$ cat config.mk
export PLATFORM = sky130hd
export DESIGN_NAME = tdc_ctrl_regs
export DESIGN_NICKNAME = d
export VERILOG_FILES = /design/src/tdc_ctrl_pkg.sv /design/src/tdc_ctrl_regs.sv
export VERILOG_INCLUDE_DIRS = /design/src
export SDC_FILE = /design/constraint.sdc
export NUM_CORES = 1
export LEC_CHECK = 0
export BUFFER_PORTS_ARGS = -buffer_cell sky130_fd_sc_hd__clkbuf_2
export CAP_MARGIN = 0
export CORE_MARGIN = 2
export CORE_UTILIZATION = 30
export CTS_CLUSTER_DIAMETER = 100
export DETAILED_ROUTE_END_ITERATION = 10
export SYNTH_ARGS = -nofsm -noshare
export SYNTH_HDL_FRONTEND = slang
export SYNTH_SLANG_ARGS = --single-unit
$ cat constraint.sdc
create_clock -name clk_i -period 3.07 [get_ports clk_i]
set_clock_uncertainty 0.2 [all_clocks]
set_input_delay 0.614 -clock clk_i [delete_from_list [all_inputs] [get_ports clk_i]]
set_output_delay 0.614 -clock clk_i [all_outputs]
set_load 0.1 [all_outputs]
$ cat src/tdc_ctrl_map.svh
/*
 * Opcodes, field positions, reset values and frame counts for the arm control
 * and upstream wave ratio registers. Included by the design and the bench.
 */
`ifndef TDC_CTRL_MAP_SVH
`define TDC_CTRL_MAP_SVH

// Host opcodes
`define OP_CTRL_WR 8'hFF
`define OP_CTRL_RD 8'h7F
`define OP_WVR_RD 8'hC4

// Reset values
`define CTRL_RESET 16'h0000
`define WVR_RESET 16'h0000

// Arm control field positions
`define CTRL_ALARM_ARM_BIT 9
`define CTRL_TAMPER_ARM_BIT 8

// Frame layout in serial clock edges
`define OP_LAST_EDGE 5'h07
`define FRAME_LAST_EDGE 5'h17
`define FRAME_DONE 5'h18

// Ratio format: one integer bit, seven fraction bits
`define RATIO_LAST_STEP 3'h7
`define RATIO_SAT 8'hFF
`endif

$ cat src/tdc_ctrl_pkg.sv
/*
 * Types shared by the arm control and wave ratio register block.
 * Assumes nothing of its surroundings; holds types only.
 */
package tdc_ctrl_pkg;
	// Ratio divider phases
	typedef enum logic [1:0] {
		DIV_IDLE,
		DIV_HI,
		DIV_LO
	} div_state_t;

	typedef logic [15:0] reg_word_t;
	typedef logic [7:0] ratio_t;
endpackage : tdc_ctrl_pkg

$ cat src/tdc_ctrl_regs.sv
/*
 * Arm control register and upstream wave ratio result register behind a
 * four-wire serial port (mode 0, MSB first, 8-bit opcode then 16 data bits).
 * Assumes the serial clock is well below a quarter of clk_i, that rtc_match_i
 * and the clear inputs come from logic on clk_i, and that the pulse widths
 * arrive with a one-cycle widths_valid_i strobe.
 */
// Functional notes
// - The control register is written with opcode FFh, read with 7Fh, resets to 0000h and is never kept in flash.
// - Each arm bit is set in the same cycle as its matching alarm or tamper status flag.
// - Result registers are volatile, read-only to the host and never written to flash.
// - Every result register is 0000h after power-on reset.
// - Bits 15 to 8 of the wave ratio register at C4h hold the first to second pulse width ratio, weights 1 down to 1/128.
// - Bits 7 to 0 hold the second pulse width over the ideal width with the same weighting.
// - The ideal width is half the period of the upstream pulse launch frequency.
// - The alarm flag is set when the clock hours or minutes step onto the programmed alarm value.
// - The tamper status flag is set when a high level is seen on the case switch pin.
`timescale 1ns/100ps
`include "tdc_ctrl_map.svh"

module tdc_ctrl_regs (
	input wire logic clk_i,
	input wire logic resetn_i,
	input wire logic spi_sck_i,
	input wire logic spi_cs_n_i,
	input wire logic spi_mosi_i,
	output logic spi_miso_o,
	output logic spi_miso_oe_n_o,
	input wire logic rtc_match_i,
	input wire logic case_switch_pin_i,
	input wire logic alarm_flag_clr_i,
	input wire logic tamper_flag_clr_i,
	input wire tdc_ctrl_pkg::reg_word_t t1_width_i,
	input wire tdc_ctrl_pkg::reg_word_t t2_width_i,
	input wire tdc_ctrl_pkg::reg_word_t launch_period_i,
	input wire logic widths_valid_i,
	output logic alarm_flag_o,
	output logic tamper_status_flag_o,
	output logic alarm_arm_bit_o,
	output logic tamper_arm_bit_o
);
	import tdc_ctrl_pkg::*;

	// Pin synchronisers packed as sck, cs, mosi, case switch; stage 1 feeds stage 2 only
	logic [3:0] pin_s1_q, pin_s2_q;
	logic sck_s2_q, cs_s2_q, mosi_s2_q, csw_s2_q, sck_s3_q;
	assign {sck_s2_q, cs_s2_q, mosi_s2_q, csw_s2_q} = pin_s2_q;
	// Chip select resets high so no frame can start out of reset
	always_ff @(posedge clk_i or negedge resetn_i) begin
		if (!resetn_i) begin
			pin_s1_q <= 4'h4;
			pin_s2_q <= 4'h4;
			sck_s3_q <= 1'b0;
		end else begin
			pin_s1_q <= {spi_sck_i, spi_cs_n_i, spi_mosi_i, case_switch_pin_i};
			pin_s2_q <= pin_s1_q;
			sck_s3_q <= sck_s2_q;
		end
	end
	logic sck_rise, sck_fall;
	assign sck_rise = sck_s2_q & ~sck_s3_q;
	assign sck_fall = ~sck_s2_q & sck_s3_q;
	// Serial port state
	logic [4:0] bit_cnt_q, bit_cnt_d;
	logic [7:0] op_q, op_d;
	reg_word_t rx_q, rx_d, tx_q, tx_d;
	logic miso_q, miso_d, oe_n_q, oe_n_d;
	logic wr_commit;
	reg_word_t wr_data;
	logic alarm_flag_q, alarm_flag_d, tamper_flag_q, tamper_flag_d;
	logic alarm_arm_q, alarm_arm_d, tamper_arm_q, tamper_arm_d;
	reg_word_t wvr_q, wvr_d;
	reg_word_t ctrl_word;
	assign ctrl_word = (`CTRL_RESET | (16'h0001 << `CTRL_ALARM_ARM_BIT) & {16{alarm_arm_q}})
		| ((16'h0001 << `CTRL_TAMPER_ARM_BIT) & {16{tamper_arm_q}});
	assign wr_data = {rx_q[14:0], mosi_s2_q};
	assign wr_commit = ~cs_s2_q & sck_rise & (bit_cnt_q == `FRAME_LAST_EDGE) & (op_q == `OP_CTRL_WR);
	// Frame decode: sample on rising edge, shift out on falling edge
	always_comb begin
		bit_cnt_d = bit_cnt_q;
		op_d = op_q;
		rx_d = rx_q;
		tx_d = tx_q;
		miso_d = miso_q;
		oe_n_d = oe_n_q;
		if (cs_s2_q) begin
			bit_cnt_d = 5'h00;
			miso_d = 1'b0;
			oe_n_d = 1'b1;
		end else begin
			oe_n_d = 1'b0;
			if (sck_rise && bit_cnt_q != `FRAME_DONE) begin
				bit_cnt_d = bit_cnt_q + 5'h01;
				if (bit_cnt_q <= `OP_LAST_EDGE) begin
					op_d = {op_q[6:0], mosi_s2_q};
				end else begin
					rx_d = wr_data;
				end
				if (bit_cnt_q == `OP_LAST_EDGE) begin
					case ({op_q[6:0], mosi_s2_q})
						`OP_CTRL_RD: tx_d = ctrl_word;
						`OP_WVR_RD: tx_d = wvr_q;
						default: tx_d = 16'h0000;
					endcase
				end
			end else if (sck_fall && bit_cnt_q > `OP_LAST_EDGE) begin
				miso_d = tx_q[15];
				tx_d = {tx_q[14:0], 1'b0};
			end
		end
	end

	always_ff @(posedge clk_i or negedge resetn_i) begin
		if (!resetn_i) begin
			bit_cnt_q <= 5'h00;
			op_q <= 8'h00;
			rx_q <= 16'h0000;
			tx_q <= 16'h0000;
			miso_q <= 1'b0;
			oe_n_q <= 1'b1;
		end else begin
			bit_cnt_q <= bit_cnt_d;
			op_q <= op_d;
			rx_q <= rx_d;
			tx_q <= tx_d;
			miso_q <= miso_d;
			oe_n_q <= oe_n_d;
		end
	end
	// Flags and arm bits; a set in the clearing cycle wins
	always_comb begin
		alarm_flag_d = (alarm_flag_q & ~alarm_flag_clr_i) | rtc_match_i;
		// Tamper flag on high case switch level
		tamper_flag_d = (tamper_flag_q & ~tamper_flag_clr_i) | csw_s2_q;
		alarm_arm_d = alarm_arm_q & ~(wr_commit & ~wr_data[`CTRL_ALARM_ARM_BIT]);
		tamper_arm_d = tamper_arm_q & ~(wr_commit & ~wr_data[`CTRL_TAMPER_ARM_BIT]);
		alarm_arm_d = alarm_arm_d | rtc_match_i;
		tamper_arm_d = tamper_arm_d | csw_s2_q;
	end
	// Volatile control bits reset to zero
	always_ff @(posedge clk_i or negedge resetn_i) begin
		if (!resetn_i) begin
			alarm_flag_q <= 1'b0;
			tamper_flag_q <= 1'b0;
			alarm_arm_q <= 1'b0;
			tamper_arm_q <= 1'b0;
		end else begin
			alarm_flag_q <= alarm_flag_d;
			tamper_flag_q <= tamper_flag_d;
			alarm_arm_q <= alarm_arm_d;
			tamper_arm_q <= tamper_arm_d;
		end
	end
	// Ratio divider: long division, one quotient bit per cycle, 8 cycles per ratio
	div_state_t div_state_q, div_state_d;
	logic [2:0] step_q, step_d;
	logic [16:0] rem_q, rem_d;
	reg_word_t den_q, den_d, t2_q, t2_d, ideal_q, ideal_d;
	logic [6:0] quo_q, quo_d;
	logic sat_q, sat_d;
	ratio_t hi_q, hi_d;
	logic take;
	ratio_t ratio_out;

	assign take = rem_q >= {1'b0, den_q};
	assign ratio_out = sat_q ? `RATIO_SAT : {quo_q, take};

	always_comb begin
		div_state_d = div_state_q;
		step_d = step_q;
		rem_d = rem_q;
		den_d = den_q;
		t2_d = t2_q;
		ideal_d = ideal_q;
		quo_d = quo_q;
		sat_d = sat_q;
		hi_d = hi_q;
		wvr_d = wvr_q;
		case (div_state_q)
			DIV_IDLE: begin
				if (widths_valid_i) begin
					// Numerator t1, divisor t2; saturate when ratio reaches 2
					div_state_d = DIV_HI;
					step_d = 3'h0;
					rem_d = {1'b0, t1_width_i};
					den_d = t2_width_i;
					sat_d = (t2_width_i == 16'h0000) || ({1'b0, t1_width_i} >= {t2_width_i, 1'b0});
					t2_d = t2_width_i;
					// Ideal width is half the launch period
					ideal_d = {1'b0, launch_period_i[15:1]};
				end
			end
			DIV_HI, DIV_LO: begin
				rem_d = take ? {rem_q[15:0] - den_q, 1'b0} : {rem_q[15:0], 1'b0}; // Shifted remainder stays below twice the divisor
				quo_d = {quo_q[5:0], take};
				step_d = step_q + 3'h1;
				if (step_q == `RATIO_LAST_STEP) begin
					step_d = 3'h0;
					if (div_state_q == DIV_HI) begin
						hi_d = ratio_out;
						// Second ratio: t2 over ideal width
						div_state_d = DIV_LO;
						rem_d = {1'b0, t2_q};
						den_d = ideal_q;
						sat_d = (ideal_q == 16'h0000) || ({1'b0, t2_q} >= {ideal_q, 1'b0});
					end else begin
						wvr_d = {hi_q, ratio_out};
						div_state_d = DIV_IDLE;
					end
				end
			end
			default: div_state_d = DIV_IDLE;
		endcase
	end
	// Results clear to zero at reset
	always_ff @(posedge clk_i or negedge resetn_i) begin
		if (!resetn_i) begin
			div_state_q <= DIV_IDLE;
			step_q <= 3'h0;
			rem_q <= 17'h0_0000;
			den_q <= 16'h0000;
			t2_q <= 16'h0000;
			ideal_q <= 16'h0000;
			quo_q <= 7'h00;
			sat_q <= 1'b0;
			hi_q <= 8'h00;
			wvr_q <= `WVR_RESET;
		end else begin
			div_state_q <= div_state_d;
			step_q <= step_d;
			rem_q <= rem_d;
			den_q <= den_d;
			t2_q <= t2_d;
			ideal_q <= ideal_d;
			quo_q <= quo_d;
			sat_q <= sat_d;
			hi_q <= hi_d;
			wvr_q <= wvr_d;
		end
	end
	assign spi_miso_o = miso_q;
	assign spi_miso_oe_n_o = oe_n_q;
	assign alarm_flag_o = alarm_flag_q;
	assign tamper_status_flag_o = tamper_flag_q;
	assign alarm_arm_bit_o = alarm_arm_q;
	assign tamper_arm_bit_o = tamper_arm_q;
endmodule : tdc_ctrl_regs

* Word-level counts from Yosys, hierarchy flattened
Cells that the tools add are included.
Word-level totals: input bits 58, word-level logic and storage cells 125, flip-flop bits (word level) 154
Cells by class: eq/ne operators 14, $lt $le $gt $ge 5, reduce and logical (&&, ||, !) cells 22, bitwise operators 27, multiplexer cells 31, add/subtract/negate cells 3
Operators with widths (number):
- $mux W16 | 6
- $mux W17 | 4
- $pmux W16 S2 | 2
- $pmux W17 S2 | 1
- $logic_not A16 Y1 | 2
- $ge A16 B17 Y1 | 1
- $ge A17 B16 Y1 | 1
- $eq A8 B8 Y1 const B | 2
- $ge A16 B16 Y1 | 1
- $sub A16 B16 Y16 | 1
- $reduce_and A3 Y1 | 5
- $and A1 B1 Y1 | 11
- $not A1 Y1 | 11
- $mux W5 | 2
- $or A10 B9 Y10 | 1
- $eq A8 B7 Y1 const B | 1
- $mux W8 | 1
- $ne A2 B2 Y1 const B | 4
- $reduce_and A2 Y1 | 4
- $reduce_bool A2 Y1 | 4
- $mux W1 | 7
- $mux W2 | 3
- $mux W3 | 2
- $pmux W3 S2 | 1
- other kinds (19) | 24

* Logic depth before layout (Yosys ltp)
depth after elaboration 9, depth in mapped cells 10, mapped depth without buffers 10

* Worst setup path before layout
Ideal clock, no wire load.
kind register -> register, from register rem_q[12], to register rem_q[8], arrival 2.157 ns, cell stages (with the launch flop) 8, period minus slack after synthesis 2.440 ns, setup slack 0.630 ns, data required time 2.787 ns, setup time 0.083 ns, path through dfrtp_1 > ha_1 > a21oi_2 > o211ai_1 > or3_4 > o31ai_4 > mux2_2 > o21ai_0
On the way: cells in the longest elaborated chain, start to end 5
Ends and longest elaborated chain:
- start: declaration | line tdc_ctrl_regs.sv:157 | logic [16:0] rem_q, rem_d;
- start signal: assignment | line tdc_ctrl_regs.sv:231 | rem_q <= rem_d;
- $ge A17 B16 Y1 (*) | line tdc_ctrl_regs.sv:165 | assign take = rem_q >= {1'b0, den_q};
- $mux W17 (*) | line tdc_ctrl_regs.sv:194 | rem_d = take ? {rem_q[15:0] - den_q, 1'b0} : {rem_q[15:0], 1'b0};
- $mux W17 | line tdc_ctrl_regs.sv:199 | if (div_state_q == DIV_HI) begin
- $mux W17 (*) | line tdc_ctrl_regs.sv:197 | if (step_q == `RATIO_LAST_STEP) begin
- $pmux W17 S2 (*) | line tdc_ctrl_regs.sv:179 | case (div_state_q)
Every way passes the cells marked *; elsewhere a longest branch is shown, timed or not. A chain may end at the register's enable or synchronous reset.

* Final worst setup path
from register rem_q[7], to register rem_q[9]
On the way: cells in the longest elaborated chain, start to end 5, elaborated cells on any way between the ends 6
Ends and longest elaborated chain (line):
- $sub A16 B16 Y16 / $ge A17 B16 Y1 (equally long branches) | tdc_ctrl_regs.sv:194, tdc_ctrl_regs.sv:165
- $mux W17 (*) | tdc_ctrl_regs.sv:194
- $mux W17 | tdc_ctrl_regs.sv:199
- $mux W17 (*) | tdc_ctrl_regs.sv:197
- $pmux W17 S2 (*) | tdc_ctrl_regs.sv:179
Marks and branches as above.

==> results.py <==
metrics = {
    "timing": {
        "timing.hold.ws_ns": 0.0668,
        "setup_viol": 0,
        "finalCritPeriodShare_pct": 93.0,
        "rsz0062_at_grt": "false",
        "worst_pin_slew_ns": 0.837,
        "final.setup.tns_ns": 0,
        "relSlewSlack_pct": 44.2,
        "fmax_ghz": 0.350,
        "setup_ws_ns": 0.215,
        "period_minus_slack_ns": 2.85,
        "hold_viol_final": 0,
        "slew_violations": 0,
    },
    "final_layout": {
        "syn_to_final_growth_pct": 16.8,
        "n_fill_cell": 2774,
        "stdcell_count": 1255,
        "seq_area_um2": 3860,
        "multi_input_area_um2": 4090,
        "finalInstanceArea_um2": 9670,
        "nets": 1012,
        "drive_above_1_share_pct": 19.6,
        "final_cell_mix": "dfrtp_1 (151), nand2_1 (85), o21ai_0 (82)",
        "final_common_cell": "dfrtp_1",
    },
    "clock_tree": {
        "clkLatencyLatePin_ns": 0.43,
        "cts_buffers": 17,
        "cts_setup_buffers": 0,
        "cts_buffer_depth": 2,
        "clock-sinks": 154,
        "clkTransAtPathRegs_ns": 0.06,
        "htreeDepth": 4,
        "cts_root_buf": "clkbuf_16",
        "cts_tree": "yes",
    },
    "critical_path": {
        "end_kind": "flop",
        "slowest_delay_ns": 0.57,
        "critical-path-top-delay-family": "compound AO/OA/AOI/OAI gates",
        "crit_buf_inv": 0,
        "crit_arrival_ns": 2.95,
        "cp_data_required_time_ns": 3.16,
        "cp-start-kind": "flop",
        "cp_slowest_cell": "o31a_1",
        "path_class": "reg -> reg",
        "critPathMaxFanout": 11,
        "cp_num_cells": 7,
        "crit_chain": "ha_1 -> o211ai_1 -> or2_1 -> a31oi_2 -> o31a_1 -> mux2i_1 -> o221ai_1",
        "ff2ff_path_depth": 7,
    },
    "floorplan": {
        "io_pins": 64,
        "fp.dieH_um": 170,
        "core_area_um2": 27000,
        "dieArea_um2": 29000,
        "rows": 60,
        "die_w_um": 170,
        "initial_core_util_pct": 30.7,
    },
    "synthesis": {
        "synth.area.mux_share_pct": 9.95,
        "ys_seq_area_share_pct": 46.6,
        "synth_top_area_share_pct": 45.6,
        "syn_avg_cell_area_um2": 9.93,
        "syn_area_um2": 8280,
        "synth_xor_area_share_pct": 1.37,
        "synth-compound-area-share_pct": 16.8,
        "synthSimpleGateAreaFrac_pct": 12.9,
        "synthArstFlopShare_pct": 100,
        "synth_top_family_by_area": "compound AO/OA/AOI/OAI gates",
        "syn-num-nets": 945,
        "synth_area_leader_cell": "dfrtp_1",
        "yosysUniqueCellTypes": 67,
        "synthCells": 834,
        "synthAdderAreaFrac_pct": 8.10,
        "synth_area_leaders": "dfrtp_1 (46%), ha_1 (7.9%), mux2_2 (6.9%), o21ai_0 (5.0%), nand2_1 (3.9%)",
        "ys_ff_latch": 154,
        "synth_flop_cell": "dfrtp_1",
        "yosysWarnings": 0,
        "synth_edf_count": 0,
    },
    "outcome": {
        "status": "finished, final reports clean",
    },
    "grt": {
        "grt_max_degree": 57,
        "grt_pass1_vias": 6242,
        "grt_overflow": 0,
        "grt_usage_pct": 14.3,
        "grt_antenna_before_repair": 1,
        "grt_pass1_wl_um": 32500,
    },
    "drt": {
        "drt_iter0_drc": 408,
        "antenna_left": 0,
        "avgViaCountPerCell": 5.06,
        "vias": 6348,
        "drc": 0,
        "drt_wl_total_um": 19600,
        "route.detailed.wl_per_inst_um": 15.6,
        "dr.pass1.iters": 5,
    },
    "worst_hold_path": {
        "hold_depth": 1,
        "hold_class": "in -> reg",
    },
    "placement": {
        "io_buffers": 62,
        "finalWeightedCongestion": 0.882,
        "placed_cell_area_um2": 9070,
        "dp.cells": 1222,
        "pre_cts_slack_ns": 0.236,
        "dp_hpwl_um": 14600,
    },
    "power": {
        "vdd_drop_max_uv": 486,
        "powerDensity_nw_per_um2": 1050,
        "leakage_nw": 4.52,
    },
    "flow_run": {
        "maxCapViolations": 0,
    },
}
==> cells in the mapped netlist (2+ instances only) <==
cell and n:
a2111oi_0 2, a211o_1 2, a211oi_1 6, a21o_1 15, a21oi_1 48, a21oi_2 3, a221o_1 2, a22oi_1 15
a311oi_1 2, a31oi_1 13, and2_0 3, and3_1 3, buf_1 4, buf_2 5, clkbuf_1 27, dfrtp_1 151
dfstp_2 3, ha_1 52, inv_1 56, mux2_2 51, mux2i_1 25, nand2_1 85, nand2b_1 9, nand3_1 7
nand3b_1 4, nand4_1 11, nor2_1 48, nor2b_1 15, nor3_1 12, nor4_1 10, o211ai_1 3, o21a_1 5
o21ai_0 82, o21bai_1 2, o221ai_1 5, o31ai_1 4, or3_1 3, xnor2_1 8, xor2_1 5
==> power by group <==
group | internal, mW | total (mW) | leakage (nW) | switching [mW]
logic | 2.11 | 4.87 | 2.28 | 2.76
clock network | 1.28 | 2.14 | 0.285 | 0.857
registers | 2.61 | 3.12 | 1.95 | 0.506
==> sequential cells by signal, indices dropped and copies added, names as in the netlist, 2 cells and up <==
signal       count
rem_q           17
den_q           16
t2_q            16
tx_q            16
wvr_q           16
ideal_q         15
rx_q             9
hi_q             8
op_q             8
quo_q            7
bit_cnt_q        5
pin_s1_q         4
pin_s2_q         4
step_q           3
div_state_q      2
==> per-stage QoR <==
step	utilization, %	power, mW
6_report	35.8	10.1
5_1_grt	35.8	11.0
4_1_cts	35.8	10.2
3_5_place_dp	33.6	8.01
3_3_place_gp	33.6	7.92
2_1_floorplan	-	6.66
==> timing repair <==
action	in CTS	in global routing
resized for setup	0	1
hold endpoints to repair	53	0
endpoints found under the setup margin	0	5
hold buffers	1	0
==> logic make-up (layout without fill, tap and decap cells) <==
kind of cell	count (synthesis)	in the layout
XOR/XNOR	13	13
buffers and inverters	93	172
flip-flops	154	154
adder cells (fa/ha/maj)	53	53
AND/OR/NAND/NOR	222	222
multiplexers	76	76
AO/OA/AOI/OAI	223	223
other	0	1
==> worst paths after layout <==
check                                       from                    endpoint  slack (ns)
min                                   spi_cs_n_i       pin_s1_q[2]$_DFF_PN1_        0.07
max reg2reg                 rem_q[7]$_DFFE_PN0P_        rem_q[9]$_DFFE_PN0P_        0.22
min reg2reg                pin_s1_q[0]$_DFF_PN0_       pin_s2_q[0]$_DFF_PN0_        0.15
min in group asynchronous               resetn_i  tamper_arm_bit_o$_DFF_PN0_        0.51
max                         rem_q[7]$_DFFE_PN0P_        rem_q[9]$_DFFE_PN0P_        0.22
max in group asynchronous               resetn_i       pin_s2_q[2]$_DFF_PN1_        1.40
==> final cells by class <==
cell class,count,area share [%]
Multi-Input combinational cell,587,42.3
Sequential cell,154,39.9
Timing Repair Buffer,85,5.21
Clock buffer,21,4.55
Tap cell,341,4.41
Inverter,56,2.17
Clock inverter,10,1.49
Antenna cell,1,0.0259
==> routing by layer <==
layer	global-route usage [%]	vias to the layer above	share of wire, %
met5	0	-	0
met2	23.3	129	47
met4	5.13	0	2.1
met3	3.30	29	4.1
met1	18.7	3071	47
li1	-	3119	-
(Power assumes the default switching activity.)
